--- src/hw/rwk_pkg.sv ---
package rwk_pkg;
	// ***************
	// Register map
	// ***************
	localparam logic [3:0] REG_CTRL_OFS = 4'h0;
	localparam logic [3:0] REG_KEY_OFS = 4'h4;
	localparam logic [3:0] REG_STAT_OFS = 4'h8;
	localparam logic [15:0] CTRL_RESET = 16'h0000;
	localparam logic [15:0] KEY_RESET = 16'h0000;
	localparam logic [15:0] CLEAR_KEY = 16'h5743;
	localparam int CTRL_LP_BIT = 15;
	localparam int PLL_SEL_LSB = 4;
	localparam int SEC_SEL_LSB = 2;
	localparam int FIRST_SEL_LSB = 0;
	localparam logic [15:0] CTRL_WMASK = 16'h803f;
	localparam logic [1:0] RESP_OKAY = 2'b00;
	localparam logic [1:0] RESP_SLVERR = 2'b10;

	// ***************
	// Level codes
	// ***************
	typedef enum logic [1:0] {
		RWK_LVL_1V2 = 2'b00,
		RWK_LVL_1V0 = 2'b01,
		RWK_LVL_0V8 = 2'b11
	} rwk_level_t;

	typedef struct packed {
		logic low_power;
		rwk_level_t pll_level;
		rwk_level_t second_level;
		rwk_level_t first_level;
	} rwk_supply_t;
endpackage

--- src/hw/rwk_regs.sv ---
`timescale 1ns/1ps
module rwk_regs (
	// Clock and reset
	input wire logic aclk,
	input wire logic aresetn,
	// AXI4-Lite write
	input wire logic [3:0] s_awaddr,
	input wire logic s_awvalid,
	output logic s_awready,
	input wire logic [31:0] s_wdata,
	input wire logic [3:0] s_wstrb,
	input wire logic s_wvalid,
	output logic s_wready,
	output logic [1:0] s_bresp,
	output logic s_bvalid,
	input wire logic s_bready,
	// AXI4-Lite read
	input wire logic [3:0] s_araddr,
	input wire logic s_arvalid,
	output logic s_arready,
	output logic [31:0] s_rdata,
	output logic [1:0] s_rresp,
	output logic s_rvalid,
	input wire logic s_rready,
	// Regulator and watchdog side
	output rwk_pkg::rwk_supply_t supply,
	output logic wdt_clear
);
	// ***************
	// Write channel
	// ***************
	logic aw_held_reg, aw_held_next;
	logic w_held_reg, w_held_next;
	logic [3:0] awaddr_reg, awaddr_next;
	logic [31:0] wdata_reg, wdata_next;
	logic [3:0] wstrb_reg, wstrb_next;
	logic bvalid_reg, bvalid_next;
	logic [1:0] bresp_reg, bresp_next;
	logic [15:0] ctrl_reg, ctrl_next;
	logic clear_reg, clear_next;
	logic [15:0] key_seen_reg, key_seen_next;
	logic do_write;
	logic awready_reg, awready_next;
	logic wready_reg, wready_next;

	function automatic logic [1:0] level_code(input logic [1:0] f);
		case (f)
			2'b10: level_code = 2'b01;
			2'b01: level_code = 2'b11;
			default: level_code = 2'b00;
		endcase
	endfunction

	always_comb begin
		aw_held_next = aw_held_reg;
		w_held_next = w_held_reg;
		awaddr_next = awaddr_reg;
		wdata_next = wdata_reg;
		wstrb_next = wstrb_reg;
		bvalid_next = bvalid_reg;
		bresp_next = bresp_reg;
		ctrl_next = ctrl_reg;
		clear_next = 1'b0;
		key_seen_next = key_seen_reg;
		if (s_awvalid && !aw_held_reg && !bvalid_reg) begin
			aw_held_next = 1'b1;
			awaddr_next = s_awaddr;
		end
		if (s_wvalid && !w_held_reg && !bvalid_reg) begin
			w_held_next = 1'b1;
			wdata_next = s_wdata;
			wstrb_next = s_wstrb;
		end
		do_write = aw_held_reg && w_held_reg && !bvalid_reg;
		if (do_write) begin
			aw_held_next = 1'b0;
			w_held_next = 1'b0;
			bvalid_next = 1'b1;
			bresp_next = rwk_pkg::RESP_OKAY;
			unique case (awaddr_reg)
				rwk_pkg::REG_CTRL_OFS: begin
					// Only bits 5:0 and bit 15 exist
					if (wstrb_reg[0])
						ctrl_next[7:0] = (wdata_reg[7:0]
							& rwk_pkg::CTRL_WMASK[7:0]);
					if (wstrb_reg[1])
						ctrl_next[15:8] = (wdata_reg[15:8]
							& rwk_pkg::CTRL_WMASK[15:8]);
				end
				rwk_pkg::REG_KEY_OFS: begin
					// Key acts only on a full halfword match
					if (wstrb_reg[1:0] == 2'b11) begin
						key_seen_next = wdata_reg[15:0];
						clear_next = (wdata_reg[15:0]
							== rwk_pkg::CLEAR_KEY);
					end
				end
				rwk_pkg::REG_STAT_OFS: ;
				default: bresp_next = rwk_pkg::RESP_SLVERR;
			endcase
		end
		if (bvalid_reg && s_bready)
			bvalid_next = 1'b0;
		// Readies registered from the next hold state, same timing
		awready_next = !aw_held_next && !bvalid_next;
		wready_next = !w_held_next && !bvalid_next;
	end

	always_ff @(posedge aclk) begin
		if (!aresetn) begin
			aw_held_reg <= 1'b0;
			w_held_reg <= 1'b0;
			awaddr_reg <= 4'h0;
			wdata_reg <= 32'h0000_0000;
			wstrb_reg <= 4'h0;
			bvalid_reg <= 1'b0;
			bresp_reg <= rwk_pkg::RESP_OKAY;
			ctrl_reg <= rwk_pkg::CTRL_RESET;
			clear_reg <= 1'b0;
			key_seen_reg <= rwk_pkg::KEY_RESET;
			awready_reg <= 1'b1;
			wready_reg <= 1'b1;
		end else begin
			aw_held_reg <= aw_held_next;
			w_held_reg <= w_held_next;
			awaddr_reg <= awaddr_next;
			wdata_reg <= wdata_next;
			wstrb_reg <= wstrb_next;
			bvalid_reg <= bvalid_next;
			bresp_reg <= bresp_next;
			ctrl_reg <= ctrl_next;
			clear_reg <= clear_next;
			key_seen_reg <= key_seen_next;
			awready_reg <= awready_next;
			wready_reg <= wready_next;
		end
	end

	assign s_awready = awready_reg;
	assign s_wready = wready_reg;
	assign s_bvalid = bvalid_reg;
	assign s_bresp = bresp_reg;
	assign wdt_clear = clear_reg;

	// ***************
	// Supply decode
	// ***************
	// Outputs come from a register of decoded codes
	rwk_pkg::rwk_supply_t supply_reg, supply_next;

	always_comb begin
		supply_next.low_power = ctrl_reg[rwk_pkg::CTRL_LP_BIT];
		supply_next.pll_level = rwk_pkg::rwk_level_t'(level_code(
			ctrl_reg[rwk_pkg::PLL_SEL_LSB +: 2]));
		supply_next.second_level = rwk_pkg::rwk_level_t'(level_code(
			ctrl_reg[rwk_pkg::SEC_SEL_LSB +: 2]));
		supply_next.first_level = rwk_pkg::rwk_level_t'(level_code(
			ctrl_reg[rwk_pkg::FIRST_SEL_LSB +: 2]));
	end

	always_ff @(posedge aclk) begin
		if (!aresetn)
			supply_reg <= '0;
		else
			supply_reg <= supply_next;
	end
	assign supply = supply_reg;

	// ***************
	// Read channel
	// ***************
	logic rvalid_reg, rvalid_next;
	logic [31:0] rdata_reg, rdata_next;
	logic [1:0] rresp_reg, rresp_next;
	logic arready_reg, arready_next;

	always_comb begin
		rvalid_next = rvalid_reg;
		rdata_next = rdata_reg;
		rresp_next = rresp_reg;
		if (s_arvalid && !rvalid_reg) begin
			rvalid_next = 1'b1;
			rresp_next = rwk_pkg::RESP_OKAY;
			unique case (s_araddr)
				rwk_pkg::REG_CTRL_OFS:
					rdata_next = {16'h0000, ctrl_reg};
				// Write-only key reads as zero
				rwk_pkg::REG_KEY_OFS: rdata_next = 32'h0000_0000;
				// Last key written, for software diagnosis
				rwk_pkg::REG_STAT_OFS:
					rdata_next = {16'h0000, key_seen_reg};
				default: begin
					rdata_next = 32'h0000_0000;
					rresp_next = rwk_pkg::RESP_SLVERR;
				end
			endcase
		end else if (rvalid_reg && s_rready) begin
			rvalid_next = 1'b0;
		end
		arready_next = !rvalid_next;
	end

	always_ff @(posedge aclk) begin
		if (!aresetn) begin
			rvalid_reg <= 1'b0;
			rdata_reg <= 32'h0000_0000;
			rresp_reg <= rwk_pkg::RESP_OKAY;
			arready_reg <= 1'b1;
		end else begin
			rvalid_reg <= rvalid_next;
			rdata_reg <= rdata_next;
			rresp_reg <= rresp_next;
			arready_reg <= arready_next;
		end
	end

	assign s_arready = arready_reg;
	assign s_rvalid = rvalid_reg;
	assign s_rdata = rdata_reg;
	assign s_rresp = rresp_reg;

	// ***************
	// Checks
	// ***************
	chk_ctrl_unimpl: assert property (
		@(posedge aclk) disable iff (!aresetn)
		ctrl_reg[14:6] == 9'h000) else $error("unimplemented bits set");
	chk_key_clear: assert property (
		@(posedge aclk) disable iff (!aresetn)
		do_write && awaddr_reg == rwk_pkg::REG_KEY_OFS
		&& wstrb_reg[1:0] == 2'b11 && wdata_reg[15:0] == 16'h5743
		|=> wdt_clear ##1 !wdt_clear) else $error("key missed");
	chk_key_reject: assert property (
		@(posedge aclk) disable iff (!aresetn)
		wdt_clear |-> $past(awaddr_reg) == rwk_pkg::REG_KEY_OFS
		&& $past(wstrb_reg[1:0]) == 2'b11
		&& $past(wdata_reg[15:0]) == 16'h5743)
		else $error("bad clear");
	chk_pll_decode: assert property (
		@(posedge aclk) disable iff (!aresetn)
		ctrl_reg[5:4] == 2'b01
		|=> supply.pll_level == rwk_pkg::RWK_LVL_0V8)
		else $error("pll decode");
	chk_sec_decode: assert property (
		@(posedge aclk) disable iff (!aresetn)
		ctrl_reg[3:2] == 2'b10
		|=> supply.second_level == rwk_pkg::RWK_LVL_1V0)
		else $error("second decode");
	chk_first_decode: assert property (
		@(posedge aclk) disable iff (!aresetn)
		ctrl_reg[1:0] == 2'b11
		|=> supply.first_level == rwk_pkg::RWK_LVL_1V2)
		else $error("first decode");
	chk_key_read: assert property (
		@(posedge aclk) disable iff (!aresetn)
		s_arvalid && s_arready && s_araddr == rwk_pkg::REG_KEY_OFS
		|=> s_rvalid && s_rdata == 32'h0) else $error("key readable");
	chk_lp_follow: assert property (
		@(posedge aclk) disable iff (!aresetn)
		ctrl_reg[15] |=> supply.low_power) else $error("low power lost");
endmodule

--- config.mk ---
export PLATFORM = sky130hd
export DESIGN_NAME = rwk_regs
export DESIGN_NICKNAME = d
export VERILOG_FILES = /design/src/hw/rwk_pkg.sv /design/src/hw/rwk_regs.sv
export SDC_FILE = /design/constraint.sdc
export NUM_CORES = 1
export LEC_CHECK = 0
export ABC_AREA = 0
export BUFFER_PORTS_ARGS = -buffer_cell sky130_fd_sc_hd__buf_2
export CORE_MARGIN = 2
export CORE_UTILIZATION = 50
export CTS_BUF_LIST = sky130_fd_sc_hd__clkbuf_4 sky130_fd_sc_hd__clkbuf_8
export DETAILED_ROUTE_END_ITERATION = 16
export PLACE_DENSITY = 0.76
export SLEW_MARGIN = 20
export SYNTH_ARGS = -nofsm -noshare
export SYNTH_HDL_FRONTEND = slang
export SYNTH_SLANG_ARGS = --single-unit
--- constraint.sdc ---
create_clock -name aclk -period 1.7 [get_ports aclk]
set_input_delay 0.34 -clock aclk [delete_from_list [all_inputs] [get_ports aclk]]
set_output_delay 0.34 -clock aclk [all_outputs]
set_load 0.03 [all_outputs]
==> results_dict.tcl <==
set metrics [dict create \
    h-tree-depth 3 \
    num_rows 29 \
    min_to "wdata_reg[5]$_SDFFE_PN0P_" \
    r2r-start "w_held_reg$_SDFF_PN0_" \
    drv_slew 0 \
    grt_use_total 0.1991 \
    start_util 0.5174 \
    clock_latency_ps 350 \
    syn_inst 368 \
    hold_violations 0 \
    cts-root-buf "clkbuf_8" \
    grt_max_degree 39 \
    setup_viol_count_final 0 \
    register_area_um2 1562 \
    vias_per_cell 5.370 \
    crit_chain "buf_4, buf_2" \
    route.detailed.drc 0 \
    synth_area_per_cell_um2 8.979 \
    worst_path_max_delay_cell "dfxtp_1" \
    post_cts_buffers 0 \
    core_area_um2 6386 \
    die-area_um2 7275 \
    synth_area_leaders "dfxtp_1, a21oi_1, nand2_1" \
    finalCritPeriodShare 0.9430 \
    rsz0062_at_grt "false" \
    hold_path.class "input pin to register" \
    cp_data_required_time_ps 1360 \
    crit_fanout 8 \
    fmax_ghz 0.6238 \
    die_h_um 85.30 \
    hold_buffers 0 \
    worstMarginPinSlew_ps 569.0 \
    numCtsBuffers 9 \
    multi_input_comb_area_um2 1494 \
    wl_per_cell_um 13.48 \
    path_class "register to primary output" \
    synth_top_area_share 0.4725 \
    ys_async_sr_fraction 0 \
    cts_tree "done" \
    yosysUniqueCellTypes 43 \
    grt_pass1_vias 2583 \
    fin_area_um2 3850 \
    vias 2760 \
    nFillCells 566 \
    synth_warnings 0 \
    cap_violations 0 \
    ant_nets 0 \
    worst_setup_path_start_kind "register" \
    drt-total-wl_um 6931 \
    hold_depth 3 \
    worstHoldStart "s_wdata[5]" \
    clk_pin_slew_ps 80 \
    port_buffers 63 \
    ys.flop_type "dfxtp_1" \
    place_hpwl_um 4874 \
    fp.dieW_um 85.30 \
    worst-path-buf-inv 2 \
    regToRegSetupSlack_ps 230 \
    ios 100 \
    drive_above_1_share 0.2677 \
    synth_area_um2 3304 \
    max_slew_margin 0.6206 \
    dr.pass1.iters 4 \
    cp_top_family "flip-flops" \
    p_per_area_nw_per_um2 997.8 \
    finClkSkew_ps 11.74 \
    clockBufferDepth 2 \
    cts.sinks 78 \
    layout_min_cycle_time_ps 1603 \
    grt_pass1_wl_um 11750 \
    status "finished, final reports clean" \
    fin_nets 486 \
    max-vdd-ir-drop_mv 0.6072 \
    r2r-end "ctrl_reg[0]$_SDFFE_PN0P_" \
    drtIter0Drc 249 \
    leakage_nw 1.536 \
    area_growth_pct 16.51 \
    reg2reg_depth 3 \
    gr-total-overflow 0 \
    crit_path_end_kind "primary output" \
    finalPower_mw 3.841 \
    dp_slack_ps 228.7 \
    antenna_found_initial 0 \
    cp.arrival_ps 1260 \
    tns_ps 0 \
    yosysTopAreaCell "dfxtp_1" \
    num_antenna_cells 0 \
    place.gp.congestion 0.8037 \
    layout_setup_ws_ps 96.82 \
    ys_seq_area_frac 0.4725 \
    ctsResizeCount 0 \
    cp_slowest_stage_delay_ps 490 \
    fin_util 0.6029 \
    synth_edf_count 0 \
    ys_ff_latch 78 \
    placed_area_um2 3641 \
]
## per-layer routing
layer	vias up	part of all wire	track usage
met5	-	0	0
met4	0	0.0052	0.06782
met3	4	0.062	0.04767
met2	91	0.46	0.3026
met1	1259	0.47	0.2779
li1	1406	-	-
## worst max-delay path by stage
| stage | start | endpoint | cells after the start |
|---|---|---|---|
| 3_5_place_dp | w_held_reg$_SDFF_PN0_ | ctrl_reg[0]$_SDFFE_PN0P_ | 3 |
| 2_1_floorplan | s_rvalid$_SDFF_PN0_ | s_rdata[10]$_SDFFE_PN0P_ | 5 |
| 5_1_grt | s_bvalid$_SDFF_PN0_ | s_bvalid | 2 |
| 4_1_cts | s_bvalid$_SDFF_PN0_ | s_bvalid | 2 |
| 6_report | s_bvalid$_SDFF_PN0_ | s_bvalid | 2 |
| 3_3_place_gp | w_held_reg$_SDFF_PN0_ | ctrl_reg[3]$_SDFFE_PN0P_ | 3 |
## synth_stat cells (2+ instances only)
cell type,count
nor4_1,2
buf_2,12
nor3b_4,2
a221oi_1,7
o21ai_0,17
inv_1,6
nor2b_1,2
clkbuf_1,11
o31ai_1,6
o31ai_2,10
buf_6,2
nand2b_1,4
nand3_1,18
a2111oi_0,2
buf_4,19
nand2_1,46
mux2i_1,4
dfxtp_1,78
and2_1,3
nor2_1,21
nand4_1,17
a21oi_1,56
ha_1,3
## worst register-to-register path, delay by kind of cell (launching register included)
kind / cells / cell delay, ps
DFF: 1 / 510
and+or+nand+nor: 1 / 560
AOI/OAI and AO/OA: 2 / 300
## metrics by stage
| stage | instances | hold slack, ps |
|---|---|---|
| 4_1_cts | 514 | 217.7 |
| 2_1_floorplan | 385 | 413.2 |
| 5_1_grt | 514 | 224.5 |
| 6_report | 514 | 224.9 |
| 3_5_place_dp | 498 | 446.6 |
| 3_3_place_gp | 498 | 441.0 |
## kinds of logic after synthesis
family                   Yosys count  synth area share
AND/OR/NAND/NOR                  131            0.2196
AO/OA/AOI/OAI                     99            0.1886
flip-flops                        78            0.4725
buffers and inverters             52           0.09466
multiplexers                       4           0.01212
adder cells (fa/ha/maj)            3           0.01136
other                              1          0.001135
## where the power goes
part	internal, mW	switching [mW]
Sequential	1.89	0.0624
Combinational	0.157	0.318
Clock	0.758	0.656
## cell type report
class / count / area share
Clock buffer: 11 / 0.03932
Tap cell: 77 / 0.02502
Sequential cell: 78 / 0.4056
Multi-Input combinational cell: 255 / 0.3880
Inverter: 7 / 0.006825
Clock inverter: 5 / 0.01495
Timing Repair Buffer: 81 / 0.1202
## cells in the final DEF, fill, tap and decap left out, types with 11 or more instances in the layout
master | Yosys | layout
nand4_1 | 17 | 17
a21oi_1 | 56 | 56
o21ai_0 | 17 | 17
buf_2 | 12 | 63
buf_4 | 19 | 17
nand2_1 | 46 | 46
clkbuf_8 | 0 | 11
nor2_1 | 21 | 21
dfxtp_1 | 78 | 78
nand3_1 | 18 | 18
conb_1 | 1 | 18
Power figures use the tool's default switching activity.
